`src/hw/fmsp_defines.svh`:
```
/*
  Constants of the four-mode serial port: register indices, field
  positions, reset values and divider counts.
  Assumes it is included by bare name wherever these are needed.
*/
`ifndef FMSP_DEFINES_SVH
`define FMSP_DEFINES_SVH

// ==========================================================================
// Register map (index, byte address is four times the index)
`define FMSP_IDX_CONTROL     8'h98
`define FMSP_IDX_BUFFER      8'h99
`define FMSP_IDX_BAUD        8'h9A

// ==========================================================================
// Control register field positions
`define FMSP_CTL_MODE_HI     7
`define FMSP_CTL_MODE_LO     6
`define FMSP_CTL_MPFILTER    5
`define FMSP_CTL_RXENABLE    4
`define FMSP_CTL_TXNINTH     3
`define FMSP_CTL_RXNINTH     2
`define FMSP_CTL_TXDONE      1
`define FMSP_CTL_RXDONE      0

// Baud register field positions
`define FMSP_BAUD_DOUBLE     0
`define FMSP_BAUD_TXT2       1
`define FMSP_BAUD_RXT2       2

// Reset values
`define FMSP_RST_CONTROL     8'h00
`define FMSP_RST_BUFFER      8'h00
`define FMSP_RST_BAUD        8'h00

// ==========================================================================
// Timing: core clock period, shift-mode divider, oversampling
`define FMSP_CORE_CLK_NS     10
`define FMSP_SHIFT_DIV       12
`define FMSP_SHIFT_HALF      (`FMSP_SHIFT_DIV / 2)
`define FMSP_OVERSAMPLE      16
`define FMSP_FIX_DIV_SLOW    64
`define FMSP_FIX_DIV_FAST    32

`endif

```
`src/hw/fmsp_pkg.sv`:
```
/*
  Types of the four-mode serial port: operating modes, state
  machine encodings.
  Assumes nothing beyond a SystemVerilog compiler.
*/
package fmsp_pkg;

  // ========================================================================
  // Operating modes, selected by the two mode bits
  typedef enum logic [1:0] {
    MODE_SHIFT = 2'b00,
    MODE_8BIT  = 2'b01,
    MODE_9FIX  = 2'b10,
    MODE_9VAR  = 2'b11
  } fmsp_mode_t;

  // Transmit engine states
  typedef enum logic [2:0] {
    TX_IDLE  = 3'b001,
    TX_ASYNC = 3'b010,
    TX_SYNC  = 3'b100
  } fmsp_tx_t;

  // Receive engine states
  typedef enum logic [3:0] {
    RX_IDLE  = 4'b0001,
    RX_START = 4'b0010,
    RX_DATA  = 4'b0100,
    RX_SYNC  = 4'b1000
  } fmsp_rx_t;

endpackage : fmsp_pkg

```
`src/hw/fmsp_serial_port.sv`:
```
/*
  Four-mode serial port with an AHB-Lite register slave.
  Assumes one clock (mclk), timer overflow pulses from logic on the
  same clock, and an asynchronous serial input pin.
*/
// Design decision made here: the AHB-Lite register port.
`timescale 1ns/10ps
`include "fmsp_defines.svh"

module fmsp_serial_port (
  // Clock and reset
  input  wire logic        mclk,
  input  wire logic        rst_n,
  // AHB-Lite slave
  input  wire logic        hsel,
  input  wire logic [31:0] haddr,
  input  wire logic [1:0]  htrans,
  input  wire logic        hwrite,
  input  wire logic [2:0]  hsize,
  input  wire logic [31:0] hwdata,
  input  wire logic        hready,
  output logic             hreadyout,
  output logic [31:0]      hrdata,
  output logic             hresp,
  // Serial pins
  input  wire logic        serialInPin,
  output logic             serialInOut,
  output logic             serialInOe,
  output logic             serialOutPin,
  // Timer overflows and power management
  input  wire logic        timer1Ovf,
  input  wire logic        timer2Ovf,
  input  wire logic        powerManagedSlowMode,
  output logic             wakeRequest
);

  // ========================================================================
  // State record
  typedef struct packed {
    logic                hreadyout;
    logic [31:0]         hrdata;
    logic                rdPend;
    logic                wrPend;
    logic                addrOk;
    logic [7:0]          addrIdx;
    logic [1:0]          mode;
    logic                mpFilter;
    logic                rxEnable;
    logic                txNinth;
    logic                rxNinth;
    logic                txDone;
    logic                rxDone;
    logic                baudDouble;
    logic                txT2Sel;
    logic                rxT2Sel;
    logic [7:0]          rxBuf;
    fmsp_pkg::fmsp_tx_t  txState;
    logic [10:0]         txShift;
    logic [3:0]          txBitCnt;
    logic [3:0]          txTick;
    fmsp_pkg::fmsp_rx_t  rxState;
    logic [9:0]          rxShift;
    logic [3:0]          rxBitCnt;
    logic [3:0]          rxTick;
    logic [3:0]          shiftCnt;
    logic                t1Half;
    logic [1:0]          fixDiv;
    logic                serialOut;
    logic                lineOe;
    logic                rxS1;
    logic                rxS2;
    logic                rxS3;
    logic                wake;
  } fmsp_state_t;

  localparam fmsp_state_t RST_STATE = '{
    hreadyout : 1'b1,
    hrdata    : 32'h0000_0000,
    rdPend    : 1'b0,
    wrPend    : 1'b0,
    addrOk    : 1'b0,
    addrIdx   : 8'h00,
    mode      : 2'(`FMSP_RST_CONTROL >> `FMSP_CTL_MODE_LO),
    mpFilter  : 1'b0,
    rxEnable  : 1'b0,
    txNinth   : 1'b0,
    rxNinth   : 1'b0,
    txDone    : 1'b0,
    rxDone    : 1'b0,
    baudDouble: 1'b0,
    txT2Sel   : 1'b0,
    rxT2Sel   : 1'b0,
    rxBuf     : `FMSP_RST_BUFFER,
    txState   : fmsp_pkg::TX_IDLE,
    txShift   : 11'h7FF,
    txBitCnt  : 4'h0,
    txTick    : 4'h0,
    rxState   : fmsp_pkg::RX_IDLE,
    rxShift   : 10'h000,
    rxBitCnt  : 4'h0,
    rxTick    : 4'h0,
    shiftCnt  : 4'h0,
    t1Half    : 1'b0,
    fixDiv    : 2'h0,
    serialOut : 1'b1,
    lineOe    : 1'b0,
    rxS1      : 1'b1,
    rxS2      : 1'b1,
    rxS3      : 1'b1,
    wake      : 1'b0
  };

  localparam logic [3:0] SHIFT_FALL = 4'(`FMSP_SHIFT_HALF - 1);
  localparam logic [3:0] SHIFT_LAST = 4'(`FMSP_SHIFT_DIV - 1);
  localparam logic [3:0] OS_LAST    = 4'(`FMSP_OVERSAMPLE - 1);
  localparam logic [3:0] OS_MID     = 4'(`FMSP_OVERSAMPLE / 2 - 1);
  localparam logic [1:0] FIX_SLOW   =
    2'(`FMSP_FIX_DIV_SLOW / `FMSP_OVERSAMPLE - 1);
  localparam logic [1:0] FIX_FAST   =
    2'(`FMSP_FIX_DIV_FAST / `FMSP_OVERSAMPLE - 1);

  fmsp_state_t s_r;
  fmsp_state_t s_nxt;

  // ========================================================================
  // Register read decode
  function automatic logic [7:0] readReg(input fmsp_state_t st);
    logic [7:0] v;
    v = 8'h00;
    if (st.addrOk) begin
      unique case (st.addrIdx)
        `FMSP_IDX_CONTROL: v = {st.mode, st.mpFilter, st.rxEnable,
                                st.txNinth, st.rxNinth, st.txDone,
                                st.rxDone};
        `FMSP_IDX_BUFFER:  v = st.rxBuf;
        `FMSP_IDX_BAUD:    v = {5'h00, st.rxT2Sel, st.txT2Sel,
                                st.baudDouble};
        default:           v = 8'h00;
      endcase
    end
    return v;
  endfunction : readReg

  // ========================================================================
  // Next-state logic
  always_comb begin
    logic       osTick;
    logic       rxLvl;
    logic       accept;
    logic       wrCtl;
    logic       wrBuf;
    logic       wrBaud;
    logic       txSet;
    logic       rxSet;
    logic       nineBit;
    logic [9:0] frame;
    logic       ninth;
    osTick = 1'b0;
    accept = 1'b0;
    txSet  = 1'b0;
    rxSet  = 1'b0;
    frame  = 10'h000;
    ninth  = 1'b0;
    s_nxt  = s_r;

    // Pin synchroniser; the second stage gives the level, the third only the edge
    s_nxt.rxS1 = serialInPin;
    s_nxt.rxS2 = s_r.rxS1;
    s_nxt.rxS3 = s_r.rxS2;
    rxLvl      = s_r.rxS2;
    nineBit    = s_r.mode[1];

    // Any line edge in slow mode with receive enabled asks for wake-up
    s_nxt.wake = powerManagedSlowMode & s_r.rxEnable
               & (s_r.rxS2 ^ s_r.rxS3);

    // Oversample tick: fixed divider or selected timer overflow
    if (timer1Ovf) begin
      s_nxt.t1Half = ~s_r.t1Half;
    end
    if (s_r.mode == fmsp_pkg::MODE_9FIX) begin
      if (s_r.fixDiv >= (s_r.baudDouble ? FIX_FAST : FIX_SLOW)) begin
        s_nxt.fixDiv = 2'h0;
        osTick       = 1'b1;
      end else begin
        s_nxt.fixDiv = s_r.fixDiv + 2'h1;
      end
    end else begin
      s_nxt.fixDiv = 2'h0;
      // Either timer 2 select overrides the timer 1 choice
      if (s_r.txT2Sel | s_r.rxT2Sel) begin
        osTick = timer2Ovf;
      end else begin
        osTick = timer1Ovf & (s_r.baudDouble | s_r.t1Half);
      end
    end

    // Bus: reads take one wait state so a write just before is seen
    s_nxt.hreadyout = 1'b1;
    s_nxt.rdPend    = 1'b0;
    s_nxt.wrPend    = 1'b0;
    if (s_r.rdPend) begin
      s_nxt.hrdata = {24'h00_0000, readReg(s_r)};
    end
    accept = hsel & htrans[1] & hready;
    if (accept) begin
      s_nxt.addrIdx = haddr[9:2];
      s_nxt.addrOk  = (haddr[31:10] == 22'h0) && (haddr[1:0] == 2'b00);
      if (hwrite) begin
        s_nxt.wrPend = 1'b1;
      end else begin
        s_nxt.rdPend    = 1'b1;
        s_nxt.hreadyout = 1'b0;
      end
    end
    wrCtl  = s_r.wrPend & s_r.addrOk & (s_r.addrIdx == `FMSP_IDX_CONTROL);
    wrBuf  = s_r.wrPend & s_r.addrOk & (s_r.addrIdx == `FMSP_IDX_BUFFER);
    wrBaud = s_r.wrPend & s_r.addrOk & (s_r.addrIdx == `FMSP_IDX_BAUD);

    // Transmit engine
    unique case (s_r.txState)
      fmsp_pkg::TX_IDLE: begin
        if (wrBuf) begin
          if (s_r.mode == fmsp_pkg::MODE_SHIFT) begin
            // Line is shared, so no send while a receive runs
            if (!s_r.txDone && s_r.rxState == fmsp_pkg::RX_IDLE) begin
              s_nxt.txState  = fmsp_pkg::TX_SYNC;
              s_nxt.txShift  = {3'b111, hwdata[7:0]};
              s_nxt.txBitCnt = 4'h0;
              s_nxt.shiftCnt = 4'h0;
              s_nxt.serialOut = 1'b1;
              s_nxt.lineOe   = ~hwdata[0];
            end
          end else begin
            // Stop bit above ninth; 8-bit frames stop one bit early
            s_nxt.txState  = fmsp_pkg::TX_ASYNC;
            s_nxt.txShift  = {1'b1, nineBit ? s_r.txNinth : 1'b1,
                              hwdata[7:0], 1'b0};
            s_nxt.txBitCnt = 4'h0;
            s_nxt.txTick   = 4'h0;
            s_nxt.serialOut = 1'b0;
          end
        end
      end
      fmsp_pkg::TX_ASYNC: begin
        if (osTick) begin
          s_nxt.txTick = s_r.txTick + 4'h1;
          if (s_r.txTick == OS_LAST) begin
            s_nxt.txShift  = {1'b1, s_r.txShift[10:1]};
            s_nxt.serialOut = s_r.txShift[1];
            s_nxt.txBitCnt = s_r.txBitCnt + 4'h1;
            if (s_r.txBitCnt == (nineBit ? 4'd10 : 4'd9)) begin
              s_nxt.serialOut = 1'b1;
              s_nxt.txState  = fmsp_pkg::TX_IDLE;
              txSet          = 1'b1;
            end
          end
        end
      end
      fmsp_pkg::TX_SYNC: begin
        s_nxt.shiftCnt = s_r.shiftCnt + 4'h1;
        if (s_r.shiftCnt == SHIFT_FALL) begin
          s_nxt.serialOut = 1'b0;
        end
        if (s_r.shiftCnt == SHIFT_LAST) begin
          s_nxt.shiftCnt  = 4'h0;
          s_nxt.serialOut = 1'b1;
          s_nxt.txShift   = {1'b1, s_r.txShift[10:1]};
          s_nxt.lineOe    = ~s_r.txShift[1];
          s_nxt.txBitCnt  = s_r.txBitCnt + 4'h1;
          if (s_r.txBitCnt == 4'd7) begin
            s_nxt.lineOe  = 1'b0;
            s_nxt.txState = fmsp_pkg::TX_IDLE;
            txSet         = 1'b1;
          end
        end
      end
      default: s_nxt.txState = fmsp_pkg::TX_IDLE;
    endcase

    // Receive engine; the shift register frees rxBuf for software
    unique case (s_r.rxState)
      fmsp_pkg::RX_IDLE: begin
        if (s_r.mode == fmsp_pkg::MODE_SHIFT) begin
          if (s_r.rxEnable && !s_r.rxDone && !wrBuf &&
              s_r.txState == fmsp_pkg::TX_IDLE) begin
            s_nxt.rxState  = fmsp_pkg::RX_SYNC;
            s_nxt.rxBitCnt = 4'h0;
            s_nxt.shiftCnt = 4'h0;
            s_nxt.serialOut = 1'b1;
            s_nxt.lineOe   = 1'b0;
          end
        end else if (s_r.rxEnable && !rxLvl) begin
          s_nxt.rxState = fmsp_pkg::RX_START;
          s_nxt.rxTick  = 4'h0;
        end
      end
      fmsp_pkg::RX_START: begin
        if (osTick) begin
          s_nxt.rxTick = s_r.rxTick + 4'h1;
          if (s_r.rxTick == OS_MID) begin
            // A glitch that is high again at mid start is dropped
            s_nxt.rxTick   = 4'h0;
            s_nxt.rxBitCnt = 4'h0;
            s_nxt.rxState  = rxLvl ? fmsp_pkg::RX_IDLE
                                   : fmsp_pkg::RX_DATA;
          end
        end
      end
      fmsp_pkg::RX_DATA: begin
        if (osTick) begin
          s_nxt.rxTick = s_r.rxTick + 4'h1;
          if (s_r.rxTick == OS_LAST) begin
            s_nxt.rxShift  = {rxLvl, s_r.rxShift[9:1]};
            s_nxt.rxBitCnt = s_r.rxBitCnt + 4'h1;
            if (s_r.rxBitCnt == (nineBit ? 4'd9 : 4'd8)) begin
              s_nxt.rxState = fmsp_pkg::RX_IDLE;
              frame = {rxLvl, s_r.rxShift[9:1]};
              // 8-bit frames report the stop bit as ninth bit
              ninth = nineBit ? frame[8] : frame[9];
              // Filter passes only address bytes; no parity check
              if (!s_r.rxDone && (!s_r.mpFilter || ninth)) begin
                s_nxt.rxBuf   = nineBit ? frame[7:0]
                                        : frame[8:1];
                s_nxt.rxNinth = ninth;
                rxSet         = 1'b1;
              end
            end
          end
        end
      end
      fmsp_pkg::RX_SYNC: begin
        s_nxt.shiftCnt = s_r.shiftCnt + 4'h1;
        if (s_r.shiftCnt == SHIFT_FALL) begin
          s_nxt.serialOut = 1'b0;
        end
        if (s_r.shiftCnt == SHIFT_LAST) begin
          // Sampled late in the low phase, after the two-stage sync
          s_nxt.shiftCnt  = 4'h0;
          s_nxt.serialOut = 1'b1;
          s_nxt.rxShift   = {rxLvl, s_r.rxShift[9:1]};
          s_nxt.rxBitCnt  = s_r.rxBitCnt + 4'h1;
          if (s_r.rxBitCnt == 4'd7) begin
            s_nxt.rxState = fmsp_pkg::RX_IDLE;
            s_nxt.rxBuf   = {rxLvl, s_r.rxShift[9:3]};
            rxSet         = 1'b1;
          end
        end
      end
      default: s_nxt.rxState = fmsp_pkg::RX_IDLE;
    endcase

    // Register writes; a hardware set beats a software clear
    if (wrCtl) begin
      s_nxt.mode     = hwdata[`FMSP_CTL_MODE_HI:`FMSP_CTL_MODE_LO];
      s_nxt.mpFilter = hwdata[`FMSP_CTL_MPFILTER];
      s_nxt.rxEnable = hwdata[`FMSP_CTL_RXENABLE];
      s_nxt.txNinth  = hwdata[`FMSP_CTL_TXNINTH];
      s_nxt.txDone   = hwdata[`FMSP_CTL_TXDONE];
      s_nxt.rxDone   = hwdata[`FMSP_CTL_RXDONE];
      if (!rxSet) begin
        s_nxt.rxNinth = hwdata[`FMSP_CTL_RXNINTH];
      end
    end
    if (wrBaud) begin
      s_nxt.baudDouble = hwdata[`FMSP_BAUD_DOUBLE];
      s_nxt.txT2Sel    = hwdata[`FMSP_BAUD_TXT2];
      s_nxt.rxT2Sel    = hwdata[`FMSP_BAUD_RXT2];
    end
    s_nxt.txDone = s_nxt.txDone | txSet;
    s_nxt.rxDone = s_nxt.rxDone | rxSet;
  end

  // ========================================================================
  // State register, synchronous reset
  always_ff @(posedge mclk) begin
    if (!rst_n) begin
      s_r <= RST_STATE;
    end else begin
      s_r <= s_nxt;
    end
  end

  // ========================================================================
  // Outputs, all taken from the state register
  assign hreadyout    = s_r.hreadyout;
  assign hrdata       = s_r.hrdata;
  assign hresp        = s_r.wrPend & 1'b0;  // Always OKAY
  assign serialInOut  = s_r.lineOe & 1'b0;  // Open drain, only pulls low
  assign serialInOe   = s_r.lineOe;
  assign serialOutPin = s_r.serialOut;
  assign wakeRequest  = s_r.wake;

endmodule : fmsp_serial_port

```
`config.mk`:
```
export PLATFORM = sky130hd
export DESIGN_NAME = fmsp_serial_port
export DESIGN_NICKNAME = d
export VERILOG_FILES = /design/src/hw/fmsp_pkg.sv /design/src/hw/fmsp_serial_port.sv
export VERILOG_INCLUDE_DIRS = /design/src /design/src/hw
export SDC_FILE = /design/constraint.sdc
export NUM_CORES = 1
export LEC_CHECK = 0
export BUFFER_PORTS_ARGS = -buffer_cell sky130_fd_sc_hd__buf_2
export CAP_MARGIN = 15
export CELL_PAD_IN_SITES_DETAIL_PLACEMENT = 1
export CELL_PAD_IN_SITES_GLOBAL_PLACEMENT = 1
export CORE_ASPECT_RATIO = 1.75
export CORE_MARGIN = 4
export CORE_UTILIZATION = 40
export DETAILED_ROUTE_END_ITERATION = 16
export PLACE_DENSITY = 0.8
export SYNTH_ARGS = -nofsm -noshare
export SYNTH_HDL_FRONTEND = slang
export SYNTH_SLANG_ARGS = --single-unit
```
`constraint.sdc`:
```
create_clock -name mclk -period 2.4 [get_ports mclk]
set_input_delay 0.24 -clock mclk [delete_from_list [all_inputs] [get_ports mclk]]
set_output_delay 0.24 -clock mclk [all_outputs]
set_load 0.02 [all_outputs]
```
==> results.json <==
{
  "status": "completed",
  "drive_gt1_share_pct": 19.1,
  "powerDensity_nw_per_um2": 594,
  "timing.final.crit_share_pct": 93.9,
  "root_buffer": "clkbuf_16",
  "slew_headroom_pct": 52.4,
  "cp-start-kind": "register",
  "hp-start": "serialInPin",
  "synth_seq_cells": 93,
  "crit_start": "s_r[9]$_SDFF_PN0_",
  "comb_power_share_pct": 7.0,
  "wl_per_cell_um": 18.0,
  "nets": 751,
  "dp_cells": 823,
  "yosys_most_used_dff": "dfxtp_1",
  "critPathArrivalTime_ns": 2.51,
  "dr.pass1.iters": 4,
  "yosysSeqAreaShare_pct": 36.5,
  "finalSetupViolations": 0,
  "numCtsBuffers": 9,
  "numPortBuffers": 61,
  "final_cells": 839,
  "fillers": 1528,
  "hold_buffers": 0,
  "drc": 0,
  "synth-edff-count": 0,
  "num_io_pins": 116,
  "grt_max_degree": 30,
  "clk_path_buf_depth": 2,
  "r2r-start": "s_r[9]$_SDFF_PN0_",
  "power_leakage_nw": 2.32,
  "cts_tree": "built",
  "syn_area_per_cell_um2": 8.33,
  "clock_sinks": 93,
  "critPathMaxFanout": 9,
  "diodes": 0,
  "switchingPower_w": 0.000818,
  "coreArea_um2": 12500,
  "r2r-end": "s_r[42]$_SDFFE_PN0P_",
  "drtIter0Drc": 154,
  "finClkSkew_ns": 0.00479,
  "seqCellArea_um2": 1860,
  "internal_power_w": 0.00266,
  "synthTopCellsByArea": "dfxtp_1, mux2i_1, buf_4, nand2_1, nor2_1",
  "die_w_um": 93.3,
  "cts_max_level": 3,
  "final_hold_viol_count": 0,
  "rrSetupSlack_ns": 0.15,
  "vias": 4663,
  "clkTransAtPathRegs_ns": 0.07,
  "synth_area_um2": 5100,
  "rsz0062_at_grt": "false",
  "fin_util_pct": 46.9,
  "fin_crit_ns": 2.25,
  "ir_drop_uv": 346,
  "grt-ovfl-total": 0,
  "ys_warn_count": 0,
  "syn2layout_area_growth_pct": 14.9,
  "yosys.area.top_type_share_pct": 36.5,
  "dp.final_hpwl_mm": 11.8,
  "rows": 54,
  "multi_input_area_um2": 2880,
  "p_seq_share_pct": 45.0,
  "whs_ns": 0.0858,
  "tightest_slew_ns": 0.712,
  "path_class": "reg -> reg",
  "fin_tns_setup_ns": 0,
  "hold_path_class": "in -> reg",
  "worstRegToRegCells": 7,
  "syn_inst": 612,
  "ant_nets": 0,
  "hold_end": "s_nxt[2]$_SDFF_PN1_",
  "synth_area_leader_cell": "dfxtp_1",
  "ys_async_sr_fraction_pct": 0,
  "swShare_pct": 23.5,
  "max_clock_freq_mhz": 444,
  "pwr-share-clk_pct": 48.0,
  "gp_congestion": 0.905,
  "slew_viol_final": 0,
  "die_area_um2": 14700,
  "grt_pass1_vias": 5024,
  "wl_mm": 15.1,
  "grtUsageTotal_pct": 21.1,
  "grt_pass1_wl_mm": 24.6,
  "vias_per_cell": 5.56,
  "cp.required_ns": 2.66,
  "dieHeight_um": 157,
  "min_path_cells": 2,
  "crit_path_end_kind": "register",
  "insertion_delay_ns": 0.34,
  "synth.distinct_cells": 74,
  "cap_violations": 0,
  "antenna_found_initial": 0,
  "start_util_pct": 40.8
}
==> state kept, by name, summed over array words and instances (netlist names) <==
name,count
serialOutPin,1
s_r,79
hreadyout,1
hrdata,8
serialInOe,1
s_nxt,2
wakeRequest,1
==> power by group through the flow <==
| stage | Combinational [W] | Sequential [W] | Clock, W |
|---|---|---|---|
| 2_1_floorplan | 0.000184 | 0.00160 | 0 |
| 3_3_place_gp | 0.000233 | 0.00160 | 0 |
| 3_5_place_dp | 0.000241 | 0.00160 | 0 |
| 4_1_cts | 0.000243 | 0.00157 | 0.00170 |
| 5_1_grt | 0.000266 | 0.00157 | 0.00176 |
| 6_report | 0.000244 | 0.00157 | 0.00167 |
==> cells in the final DEF (no fill, tap or decap), types with 4 or more instances in the layout <==
cell,Yosys,routed
a21oi_1,30,30
a2bb2oi_1,5,5
a31oi_1,8,7
and3_1,5,5
buf_2,4,61
buf_4,37,24
clkbuf_16,0,9
conb_1,1,26
dfxtp_1,93,93
ha_1,7,7
inv_1,10,10
mux2i_1,37,37
nand2_1,73,72
nand2b_1,8,8
nand3_1,30,30
nand3b_1,4,4
nor2_1,72,71
nor2b_1,4,4
nor3_1,7,7
nor3b_1,7,7
nor4_1,6,6
o2111ai_1,10,10
o211ai_1,12,12
o21a_1,6,6
o21ai_0,30,30
o22ai_1,4,4
xnor2_1,7,7
==> metal layers <==
layer / share of wire [%] / GRT usage, % / wire (um)
met1: 37 / 20.5 / 5540
met2: 58 / 42.3 / 8720
met3: 2.5 / 3.01 / 371
met4: 3.1 / 9.99 / 475
met5: 0 / 0 / 0
==> worst max-delay path, cell delays in order (launching register included) <==
cell,delay [ns]
dfxtp_1,0.41
ha_1,0.26
nand3b_1,0.25
o22ai_1,0.36
o221ai_2,0.21
nor2_4,0.23
nand2_1,0.15
o32ai_1,0.28
==> layout make-up <==
type / instances / area share [%]
inverter: 10 / 0.641
tap: 168 / 3.59
timing repair buffer: 87 / 8.97
clock buffer: 9 / 3.84
clock inverter: 7 / 2.05
multi-input combinational: 465 / 49.1
sequential: 93 / 31.8
==> kinds of logic (layout without fill, tap and decap cells) <==
group | after synthesis | after routing | share of synthesized area (%)
other | 1 | 26 | 0.0736
buffers and inverters | 79 | 113 | 9.08
AO/OA/AOI/OAI | 133 | 133 | 18.2
AND/OR/NAND/NOR | 252 | 252 | 25.4
flip-flops | 93 | 93 | 36.5
multiplexers | 38 | 38 | 7.49
XOR/XNOR | 9 | 9 | 1.55
adder cells (fa/ha/maj) | 7 | 7 | 1.72
==> synth_stat cells (all sizes together), types with 5 or more instances <==
cell and n:
a21oi 30, a2bb2oi 5, a31oi 8, and3 5, buf 50, clkbuf 19, dfxtp 93, ha 7
inv 10, mux2i 37, nand2 73, nand2b 8, nand3 30, nor2 74, nor3 10, nor3b 7
nor4 6, o2111ai 10, o211ai 13, o21a 6, o21ai 31, xnor2 7
==> worst max-delay path by stage <==
| stage | depth (start not counted) | slack, ns | end |
|---|---|---|---|
| finish | 7 | 0.15 | s_r[42]$_SDFFE_PN0P_ |
| global route | 7 | 0.003 | s_r[29]$_SDFFE_PN0P_ |
| CTS | 6 | 0.05 | s_r[34]$_SDFFE_PN0P_ |
| detailed placement | 5 | -0.03 | s_r[38]$_SDFFE_PN0P_ |
| global placement | 5 | 0.1 | s_r[36]$_SDFFE_PN0P_ |
| floorplan | 7 | 0.40 | s_r[11]$_SDFF_PN0_ |
==> through the flow <==
stage | area, um^2 | worst slack, ns | power [W]
floorplan | 5190 | 0.396 | 0.00178
global placement | 5500 | 0.0990 | 0.00183
detailed placement | 5500 | -0.0311 | 0.00184
CTS | 5850 | 0.0472 | 0.00351
global route | 5860 | 0.00279 | 0.00359
finish | 5860 | 0.145 | 0.00348
==> timing repair <==
action | CTS | global route
setup endpoints to repair | 4 | 19
setup buffers | 0 | 0
resized for setup | 1 | 2
No activity file was read; power rests on OpenSTA's default activity.
